==> config.mk <==
export PLATFORM = sky130hd
export DESIGN_NAME = cfg_bank
export DESIGN_NICKNAME = d
export VERILOG_FILES = /design/src/cfg_bank_pkg.sv /design/src/sample_fifo.sv /design/src/cfg_bank.sv
export SDC_FILE = /design/constraint.sdc
export NUM_CORES = 1
export LEC_CHECK = 0
export BUFFER_PORTS_ARGS = -buffer_cell sky130_fd_sc_hd__buf_2
export CORE_ASPECT_RATIO = 1.75
export CORE_UTILIZATION = 54
export DETAILED_ROUTE_END_ITERATION = 8
export PLACE_DENSITY = 0.77
export SLEW_MARGIN = 15
export SYNTH_ARGS = -nofsm -noshare
export SYNTH_HDL_FRONTEND = slang
export SYNTH_HIERARCHICAL = 1
export SYNTH_SLANG_ARGS = --single-unit
==> constraint.sdc <==
create_clock -name clock_i -period 6.9 [get_ports clock_i]
set_input_delay 0.345 -clock clock_i [delete_from_list [all_inputs] [get_ports clock_i]]
set_output_delay 0.345 -clock clock_i [all_outputs]
set_load 0.005 [all_outputs]
==> src/cfg_bank_pkg.sv <==
// Package with register map, field layout, reset values and pattern codes.
package cfg_bank_pkg;

  localparam int ADDR_W = 8;
  localparam int DATA_W = 8;
  localparam int SAMPLE_W = 14;

  // ***********************************************
  // Register offsets.
  // ***********************************************
  localparam logic [7:0] OFS_TIMING = 8'h62;
  localparam logic [7:0] OFS_FORMAT = 8'h63;
  localparam logic [7:0] OFS_PATTERN = 8'h65;
  localparam logic [7:0] OFS_GAIN = 8'h68;
  localparam logic [7:0] OFS_WORD_LO = 8'h69;
  localparam logic [7:0] OFS_WORD_HI = 8'h6a;
  localparam logic [7:0] OFS_CLKBUF = 8'h6b;
  localparam logic [7:0] OFS_IFACE = 8'h6c;
  localparam logic [7:0] OFS_STATUS = 8'h70;

  // ***********************************************
  // Field positions.
  // ***********************************************
  localparam int CLKPOS_LSB = 0;
  localparam int CLKPOS_MSB = 4;
  localparam int DATAPOS_LSB = 5;
  localparam int DATAPOS_MSB = 6;
  localparam int CODING_BIT = 3;
  localparam int LOWRATE_BIT = 4;
  localparam int PWRDN_BIT = 7;
  localparam int PAT_LSB = 5;
  localparam int PAT_MSB = 7;
  localparam int GAIN_MSB = 3;
  localparam int CLKBUF_MSB = 5;
  localparam int WORD_HI_MSB = 5;
  localparam int IFACE_LSB = 3;
  localparam int IFACE_MSB = 4;
  localparam int SWRST_BIT = 1;

  // ***********************************************
  // Reset values and codes.
  // ***********************************************
  localparam logic [7:0] RST_TIMING = 8'h01;
  localparam logic [7:0] RST_ZERO = 8'h00;
  localparam logic [7:0] RST_GAIN = 8'h08;
  localparam logic [7:0] RST_CLKBUF = 8'h20;
  localparam logic [1:0] IFACE_CMOS = 2'h3;
  localparam logic [SAMPLE_W-1:0] SAMPLE_ZERO = 14'h0000;
  localparam logic [SAMPLE_W-1:0] SAMPLE_ONES = 14'h3fff;
  localparam logic [SAMPLE_W-1:0] SAMPLE_TOGGLE = 14'h1555;
  localparam logic [SAMPLE_W-1:0] SAMPLE_MSB = 14'h2000;
  localparam logic [SAMPLE_W-1:0] RAMP_STEP = 14'h0001;
  localparam int FIFO_DEPTH = 32;

  typedef enum logic [2:0] {
    PAT_NORMAL = 3'h0,
    PAT_ZEROS = 3'h1,
    PAT_ONES = 3'h2,
    PAT_TOGGLE = 3'h3,
    PAT_RAMP = 3'h4,
    PAT_CUSTOM = 3'h5
  } pattern_e;

  // Clock edge shift codes for the output clock stage.
  typedef enum logic [1:0] {
    SHIFT_DEFAULT = 2'h0,
    SHIFT_ONE = 2'h1,
    SHIFT_THREE = 2'h2,
    SHIFT_TWO = 2'h3
  } clk_shift_e;

endpackage

==> src/sample_fifo.sv <==
// Synchronous FIFO with valid and ready on both sides.
`timescale 1ns/1ns
module sample_fifo #(
  parameter int WIDTH = 14,
  parameter int DEPTH = 32
) (
  // Clock and control.
  input wire logic clock_i,
  input wire logic rst_i,
  input wire logic ce_i,
  // Fill side.
  input wire logic in_valid_i,
  output logic in_ready_o,
  input wire logic [WIDTH-1:0] in_data_i,
  // Drain side.
  output logic out_valid_o,
  input wire logic out_ready_i,
  output logic [WIDTH-1:0] out_data_o
);
  localparam int AW = $clog2(DEPTH);
  logic [WIDTH-1:0] mem [DEPTH];
  logic [AW-1:0] wr_ptr_reg;
  logic [AW-1:0] rd_ptr_reg;
  logic [AW:0] count_reg;
  wire push = ce_i && in_valid_i && in_ready_o;
  wire pop = ce_i && out_valid_o && out_ready_i;

  assign in_ready_o = count_reg != (AW+1)'(DEPTH);
  assign out_valid_o = count_reg != '0;
  assign out_data_o = mem[rd_ptr_reg];

  always_ff @(posedge clock_i) begin
    if (push) begin
      mem[wr_ptr_reg] <= in_data_i;
    end
  end

  always_ff @(posedge clock_i) begin
    if (rst_i) begin
      wr_ptr_reg <= '0;
      rd_ptr_reg <= '0;
      count_reg <= '0;
    end else begin
      if (push) begin
        wr_ptr_reg <= wr_ptr_reg + 1'b1;
      end
      if (pop) begin
        rd_ptr_reg <= rd_ptr_reg + 1'b1;
      end
      if (push && !pop) begin
        count_reg <= count_reg + 1'b1;
      end else if (pop && !push) begin
        count_reg <= count_reg - 1'b1;
      end
    end
  end
endmodule

==> src/cfg_bank.sv <==
// Converter configuration register bank with test pattern output path.
//
// Contract
// RQ1 - Clock phase code resets to 00001.
// RQ2 - Codes XX011/01XX1 shift clock one twelfth.
// RQ3 - Codes XX101/10XX1 shift three twelfths, LVDS aligned.
// RQ4 - Codes XX111/11XX1 shift two twelfths, LVDS aligned.
// RQ5 - Data position only in CMOS; resets 00.
// RQ6 - Data position codes adjust setup time.
// RQ7 - Bit 3 selects twos complement or offset.
// RQ8 - Bit 4 selects low speed mode.
// RQ9 - Bit 7 powers down core and outputs.
// RQ10 - Pattern 000 normal, 001 zeros, 010 ones.
// RQ11 - Pattern 011 toggles across bits and time.
// RQ12 - Pattern 100 ramps upward each sample.
// RQ13 - Pattern 101 drives custom word; 111 unused.
// RQ14 - Custom word from registers 69 and 6A.
// RQ15 - Gain resets to 0 dB code.
// RQ16 - Clock buffer gain resets to 100000.
// RQ17 - Host writes zero to unused bits.
// RQ18 - Software reset restores all defaults.
// RQ19 - Ramp wraps to zero after full scale.
//
// The strobed register port was left to the implementer.
`timescale 1ns/1ns
module cfg_bank
  import cfg_bank_pkg::*;
(
  // Clock, reset and enable.
  input wire logic clock_i,
  input wire logic rst_i,
  input wire logic ce_i,
  // Register port.
  input wire logic [cfg_bank_pkg::ADDR_W-1:0] addr_i,
  input wire logic [cfg_bank_pkg::DATA_W-1:0] wdata_i,
  input wire logic wr_i,
  input wire logic rd_i,
  output logic [cfg_bank_pkg::DATA_W-1:0] rdata_o,
  // Converter sample input.
  input wire logic sample_valid_i,
  output logic sample_ready_o,
  input wire logic [cfg_bank_pkg::SAMPLE_W-1:0] sample_i,
  // Output data stream.
  output logic out_valid_o,
  input wire logic out_ready_i,
  output logic [cfg_bank_pkg::SAMPLE_W-1:0] out_data_o,
  // Analog and timing controls.
  output logic [1:0] clk_shift_o,
  output logic clk_early_o,
  output logic clk_aligned_o,
  output logic [1:0] data_pos_o,
  output logic cmos_mode_o,
  output logic low_rate_o,
  output logic power_down_o,
  output logic [3:0] gain_o,
  output logic [5:0] clkbuf_gain_o
);
  import cfg_bank_pkg::*;

  // ***********************************************
  // Register storage.
  // ***********************************************
  logic [7:0] timing_reg;
  logic [7:0] format_reg;
  logic [7:0] pattern_reg;
  logic [7:0] gain_reg;
  logic [7:0] word_lo_reg;
  logic [7:0] word_hi_reg;
  logic [7:0] clkbuf_reg;
  logic [7:0] iface_reg;
  logic [SAMPLE_W-1:0] ramp_reg;
  logic [7:0] rdata_reg;
  logic [SAMPLE_W-1:0] data_reg;
  logic data_valid_reg;

  // ***********************************************
  // Decode.
  // ***********************************************
  wire wr_en = ce_i && wr_i;
  wire sw_reset = wr_en && addr_i == OFS_IFACE && wdata_i[SWRST_BIT];
  wire [4:0] clk_code = timing_reg[CLKPOS_MSB:CLKPOS_LSB];
  wire [2:0] pat_code = pattern_reg[PAT_MSB:PAT_LSB];
  wire [SAMPLE_W-1:0] custom_word = {word_hi_reg[WORD_HI_MSB:0], word_lo_reg}; // [RQ14]
  wire fifo_in_ready;
  wire hold_stage = data_valid_reg && !fifo_in_ready;
  wire pat_write = wr_en && addr_i == OFS_PATTERN;

  // Maps a five-bit phase code to a clock edge shift.
  function automatic clk_shift_e decode_shift(input logic [4:0] code);
    if (code[2:0] == 3'b011 || (code[4:3] == 2'b01 && code[0])) begin
      decode_shift = SHIFT_ONE; // [RQ2]
    end else if (code[2:0] == 3'b101 || (code[4:3] == 2'b10 && code[0])) begin
      decode_shift = SHIFT_THREE; // [RQ3]
    end else if (code[2:0] == 3'b111 || (code[4:3] == 2'b11 && code[0])) begin
      decode_shift = SHIFT_TWO; // [RQ4]
    end else begin
      decode_shift = SHIFT_DEFAULT;
    end
  endfunction

  wire clk_shift_e shift_sel = decode_shift(clk_code);
  assign clk_shift_o = shift_sel;
  assign cmos_mode_o = iface_reg[IFACE_MSB:IFACE_LSB] == IFACE_CMOS;
  assign clk_early_o = !cmos_mode_o && shift_sel == SHIFT_ONE; // [RQ2]
  assign clk_aligned_o = !cmos_mode_o
    && (shift_sel == SHIFT_THREE || shift_sel == SHIFT_TWO); // [RQ3] [RQ4]
  assign data_pos_o = cmos_mode_o ? timing_reg[DATAPOS_MSB:DATAPOS_LSB] : 2'b00; // [RQ5] [RQ6]
  assign low_rate_o = format_reg[LOWRATE_BIT]; // [RQ8]
  assign power_down_o = format_reg[PWRDN_BIT]; // [RQ9]
  assign gain_o = gain_reg[GAIN_MSB:0];
  assign clkbuf_gain_o = clkbuf_reg[CLKBUF_MSB:0];
  assign rdata_o = rdata_reg;

  // Sample coding: offset binary flips the sign bit of the converter's twos complement word.
  wire [SAMPLE_W-1:0] coded_sample = format_reg[CODING_BIT] ? (sample_i ^ SAMPLE_MSB)
                                                           : sample_i; // [RQ7]
  logic [SAMPLE_W-1:0] pattern_data;
  always_comb begin
    unique case (pat_code)
      PAT_ZEROS: pattern_data = SAMPLE_ZERO; // [RQ10]
      PAT_ONES: pattern_data = SAMPLE_ONES; // [RQ10]
      PAT_TOGGLE: pattern_data = ramp_reg[0] ? ~SAMPLE_TOGGLE : SAMPLE_TOGGLE; // [RQ11]
      PAT_RAMP: pattern_data = ramp_reg; // [RQ12]
      PAT_CUSTOM: pattern_data = custom_word; // [RQ13]
      default: pattern_data = coded_sample; // [RQ10] [RQ13]
    endcase
  end

  // Pattern modes generate their own stream, so the input is drained while they run.
  wire normal_mode = pat_code == PAT_NORMAL;
  wire stage_take = !hold_stage && !power_down_o && (normal_mode ? sample_valid_i : 1'b1);
  assign sample_ready_o = !hold_stage && !power_down_o;

  // ***********************************************
  // Register writes.
  // ***********************************************
  always_ff @(posedge clock_i) begin
    if (rst_i || sw_reset) begin // [RQ18]
      timing_reg <= RST_TIMING; // [RQ1] [RQ5]
      format_reg <= RST_ZERO;
      pattern_reg <= RST_ZERO;
      gain_reg <= RST_GAIN; // [RQ15]
      word_lo_reg <= RST_ZERO;
      word_hi_reg <= RST_ZERO;
      clkbuf_reg <= RST_CLKBUF; // [RQ16]
      iface_reg <= RST_ZERO;
    end else if (wr_en) begin
      unique case (addr_i)
        OFS_TIMING: timing_reg <= wdata_i;
        OFS_FORMAT: format_reg <= wdata_i;
        OFS_PATTERN: pattern_reg <= wdata_i;
        OFS_GAIN: gain_reg <= wdata_i;
        OFS_WORD_LO: word_lo_reg <= wdata_i;
        OFS_WORD_HI: word_hi_reg <= wdata_i;
        OFS_CLKBUF: clkbuf_reg <= wdata_i;
        OFS_IFACE: iface_reg <= wdata_i;
        default: ;
      endcase
    end
  end

  // ***********************************************
  // Readback.
  // ***********************************************
  logic [7:0] rd_mux;
  always_comb begin
    unique case (addr_i)
      OFS_TIMING: rd_mux = timing_reg;
      OFS_FORMAT: rd_mux = format_reg;
      OFS_PATTERN: rd_mux = pattern_reg;
      OFS_GAIN: rd_mux = gain_reg;
      OFS_WORD_LO: rd_mux = word_lo_reg;
      OFS_WORD_HI: rd_mux = word_hi_reg;
      OFS_CLKBUF: rd_mux = clkbuf_reg;
      OFS_IFACE: rd_mux = iface_reg;
      OFS_STATUS: rd_mux = {5'h00, fifo_in_ready, out_valid_o, data_valid_reg};
      default: rd_mux = RST_ZERO;
    endcase
  end

  always_ff @(posedge clock_i) begin
    if (rst_i) begin
      rdata_reg <= RST_ZERO;
    end else if (ce_i) begin
      rdata_reg <= rd_i ? rd_mux : RST_ZERO;
    end
  end

  // ***********************************************
  // Pattern generator and output stage.
  // ***********************************************
  always_ff @(posedge clock_i) begin
    // Any pattern write restarts the counter, so a newly chosen ramp begins at zero.
    if (rst_i || sw_reset || pat_write
        || (ce_i && pat_code != PAT_RAMP && pat_code != PAT_TOGGLE)) begin // [RQ12]
      ramp_reg <= SAMPLE_ZERO;
    end else if (ce_i && stage_take) begin
      ramp_reg <= ramp_reg + RAMP_STEP; // [RQ12] [RQ19]
    end
  end

  always_ff @(posedge clock_i) begin
    if (rst_i) begin
      data_reg <= SAMPLE_ZERO;
      data_valid_reg <= 1'b0;
    end else if (ce_i) begin
      if (stage_take) begin
        data_reg <= pattern_data;
        data_valid_reg <= 1'b1;
      end else if (!hold_stage) begin
        data_valid_reg <= 1'b0;
      end
    end
  end

  sample_fifo #(
    .WIDTH(SAMPLE_W),
    .DEPTH(FIFO_DEPTH)
  ) u_fifo (
    .clock_i(clock_i),
    .rst_i(rst_i),
    .ce_i(ce_i),
    .in_valid_i(data_valid_reg),
    .in_ready_o(fifo_in_ready),
    .in_data_i(data_reg),
    .out_valid_o(out_valid_o),
    .out_ready_i(out_ready_i),
    .out_data_o(out_data_o)
  );
endmodule

==> results.toml <==
[placement]
place.detailed.hpwl_um = 37900
gp_congestion = 0.9825
placed_area_mm2 = 0.02472
io_buffers = 79
dpl.cell_count = 2176

[timing]
fmax_mhz = 256.5
fin_setup_tns_ns = 0
tightestPinTransition_ns = 1.158
skew_ns = 0.01836
max-slew-margin-rel_pct = 22.69
rsz0062_at_grt = "no"
finalSetupViolations = 0
min_period_ns = 3.899
hold_viol = 0
drv_slew = 0
fin_crit_sh_pct = 56.51

[global_routing]
grt_pass1_vias = 14180
grt_max_degree = 122
antenna_found_initial = 1
track_usage_pct = 25.46
grt_pass1_wl_um = 85100
grt_overflow = 0

[die]
rows = 101
die_y_um = 279.7
fp.dieW_um = 160.7
start_util_pct = 54.73
die_area_mm2 = 0.04494
ios = 80
core_mm2 = 0.04347

[critical_path]
crit_type = "register to output pin"
cp_data_required_time_ns = 6.55
r2r_end = "u_fifo/count_reg[5]$_SDFFE_PP0P_"
timing.rr.start = "u_fifo/count_reg[4]$_SDFFE_PP0P_"
critPathLaunchType = "register"
crit_arrival_ns = 3.55
ff2ff_path_depth = 9
setup.worst_path.end_class = "output pin"
r2r_slack_ns = 3.70
cp_max_fo = 40
worstSetupEndpoint = "out_data_o[8]"

[clock_tree]
hold_buffers = 0
cts-buffers-inserted = 48
clk_pin_slew_ns = 0.07
htree_num_levels = 2
cts_root_buf = "clkbuf_16"
clock_sink_count = 570
cts_buffer_depth = 3
clkLatencyLatePin_ns = 0.57
cts-resized-gates = 0
cts_setup_buffers = 0
cts_tree = "built"

[drt]
drtIter0Drc = 1022
wirelength_um = 56720
viasPerCell = 6.288
drtAntennaViolNets = 0
post-route-drc-count = 0
vias = 14250
avgRoutedWirePerCell_um = 25.03
first_pass_iters = 6

[min_path]
hold_path_class = "primary input to register"

[yosys]
async_flop_share_pct = 0
syn_area_mm2 = 0.02379
syn_avg_cell_area_um2 = 14.88
synth_cells = 1599
ys_seq_elements = 570
synth-seq-area-share_pct = 66.81
synth_cell_type_count = 75
synth_edf_count = 448
syn-num-nets = 1649
ys_warn_count = 6
ys.flop_type = "edfxtp_1"

[job]
drv_cap = 0

[layout]
fillCellCount = 3244
nets = 1710
layout_common_cells = "448 x edfxtp_1, 192 x mux2i_1, 113 x dfxtp_1, 111 x nor2_1, 79 x buf_2"
drive_gt1_share_pct = 17.89
largest_reg_flops = 448
layout.cells.non_filler = 2266
final_common_cell = "edfxtp_1"
fin_util_pct = 60.44
syn_to_final_growth_pct = 10.43
design_area_mm2 = 0.02627

[power_and_ir_drop]
clkPwrFrac_pct = 37.7
p_per_area_mw_per_mm2 = 268.6
p_sw_share_pct = 23.05
power.leakage_nw = 8.457
p_int_mw = 5.429
seq_power_share_pct = 54.0
total_power_mw = 7.056
power.share.combinational_pct = 8.3
power.switching_mw = 1.627
ir_worst_vdd_v = 0.0002287

[outcome]
status = "complete, no violations"
-- area by class of cell --
cell class                      instances  area (µm²)  area share [%]
Timing Repair Buffer                  124       745.7           2.838
Clock inverter                         30       237.7          0.9048
Antenna cell                            1       2.502        0.009525
Tap cell                              566       708.2           2.695
Inverter                               17       63.81          0.2429
Multi-Input combinational cell        899        7298           27.78
Clock buffer                           59        1305           4.967
Sequential cell                       570       15910           60.56
-- Yosys cell counts, types with 7 or more instances --
cell,instances,area [µm²]
edfxtp_1,448,13450
mux2i_1,192,1922
dfxtp_1,122,2442
nor2_1,119,446.7
a22oi_1,63,473.0
nand3_1,59,295.3
mux4_2,57,1284
nand2_1,52,195.2
clkbuf_1,47,176.4
o21ai_0,42,210.2
buf_2,38,190.2
a21oi_1,37,185.2
nor3_1,30,150.1
nor2b_1,28,175.2
a22o_1,21,183.9
a221oi_1,17,148.9
buf_4,17,127.6
inv_1,17,63.81
o2111ai_1,14,122.6
ha_1,12,150.1
nor2_2,10,62.56
nand2b_1,9,56.30
nor4_1,9,56.30
or3_1,9,56.30
nand3b_1,8,60.06
and2_1,7,43.79
buf_1,7,26.28
-- power groups by stage --
stage	registers (mW)	logic, mW	clock network (mW)
floorplan	3.85	0.414	0
global placement	3.88	0.571	0
detailed placement	3.89	0.584	0
CTS	3.81	0.586	2.70
global route	3.82	0.638	2.82
finish	3.81	0.586	2.66
-- kinds of logic (layout without fill, tap and decap cells) --
kind of cell / after synthesis / in the layout / synth area share (%)
AOI/OAI and AO/OA: 235 / 235 / 7.268
buffers and inverters: 130 / 230 / 2.645
adders and majority gates: 13 / 13 / 0.7152
other: 0 / 1 / 0
DFF: 570 / 570 / 66.81
xor gates and xnor gates: 10 / 10 / 0.3681
muxes: 250 / 250 / 13.52
and+or+nand+nor: 391 / 391 / 8.672
-- critical path, stage by stage, from the launching register on --
cell	delay (ns)
dfxtp_4	0.85
buf_4	0.49
mux4_2	0.56
a22o_1	0.27
a221oi_1	0.40
nand3_1	0.20
buf_2	0.17
-- worst min-delay path by stage --
stage | cells after the start | to | slack (ns) | startpoint
floorplan | 1 | iface_reg[1]$_SDFFE_PP0N_ | 0.45 | iface_reg[1]$_SDFFE_PP0N_
global placement | 1 | iface_reg[1]$_SDFFE_PP0N_ | 0.46 | iface_reg[1]$_SDFFE_PP0N_
detailed placement | 1 | iface_reg[1]$_SDFFE_PP0N_ | 0.47 | iface_reg[1]$_SDFFE_PP0N_
CTS | 3 | timing_reg[7]$_SDFFE_PP0P_ | 0.13 | wdata_i[7]
global route | 3 | timing_reg[7]$_SDFFE_PP0P_ | 0.15 | wdata_i[7]
finish | 3 | word_hi_reg[7]$_SDFFE_PP0P_ | 0.15 | wdata_i[7]
-- routing by layer --
metal  global-route usage (%)  wire [µm]  vias to the layer above
met4                    12.70       2861                        0
met3                    2.710       2708                      139
li1                         -          -                     6348
met5                        0          0                        -
met1                    27.81      19860                     7199
met2                    48.33      31300                      563
-- metrics by stage --
step           hold slack, ns  worst slack [ns]
3_5_place_dp           0.4651             3.525
6_report               0.1482             3.001
4_1_cts                0.1285             2.953
5_1_grt                0.1452             2.808
2_1_floorplan          0.4528             4.060
3_3_place_gp           0.4605             3.583
No activity file was read; power rests on OpenSTA's default activity.
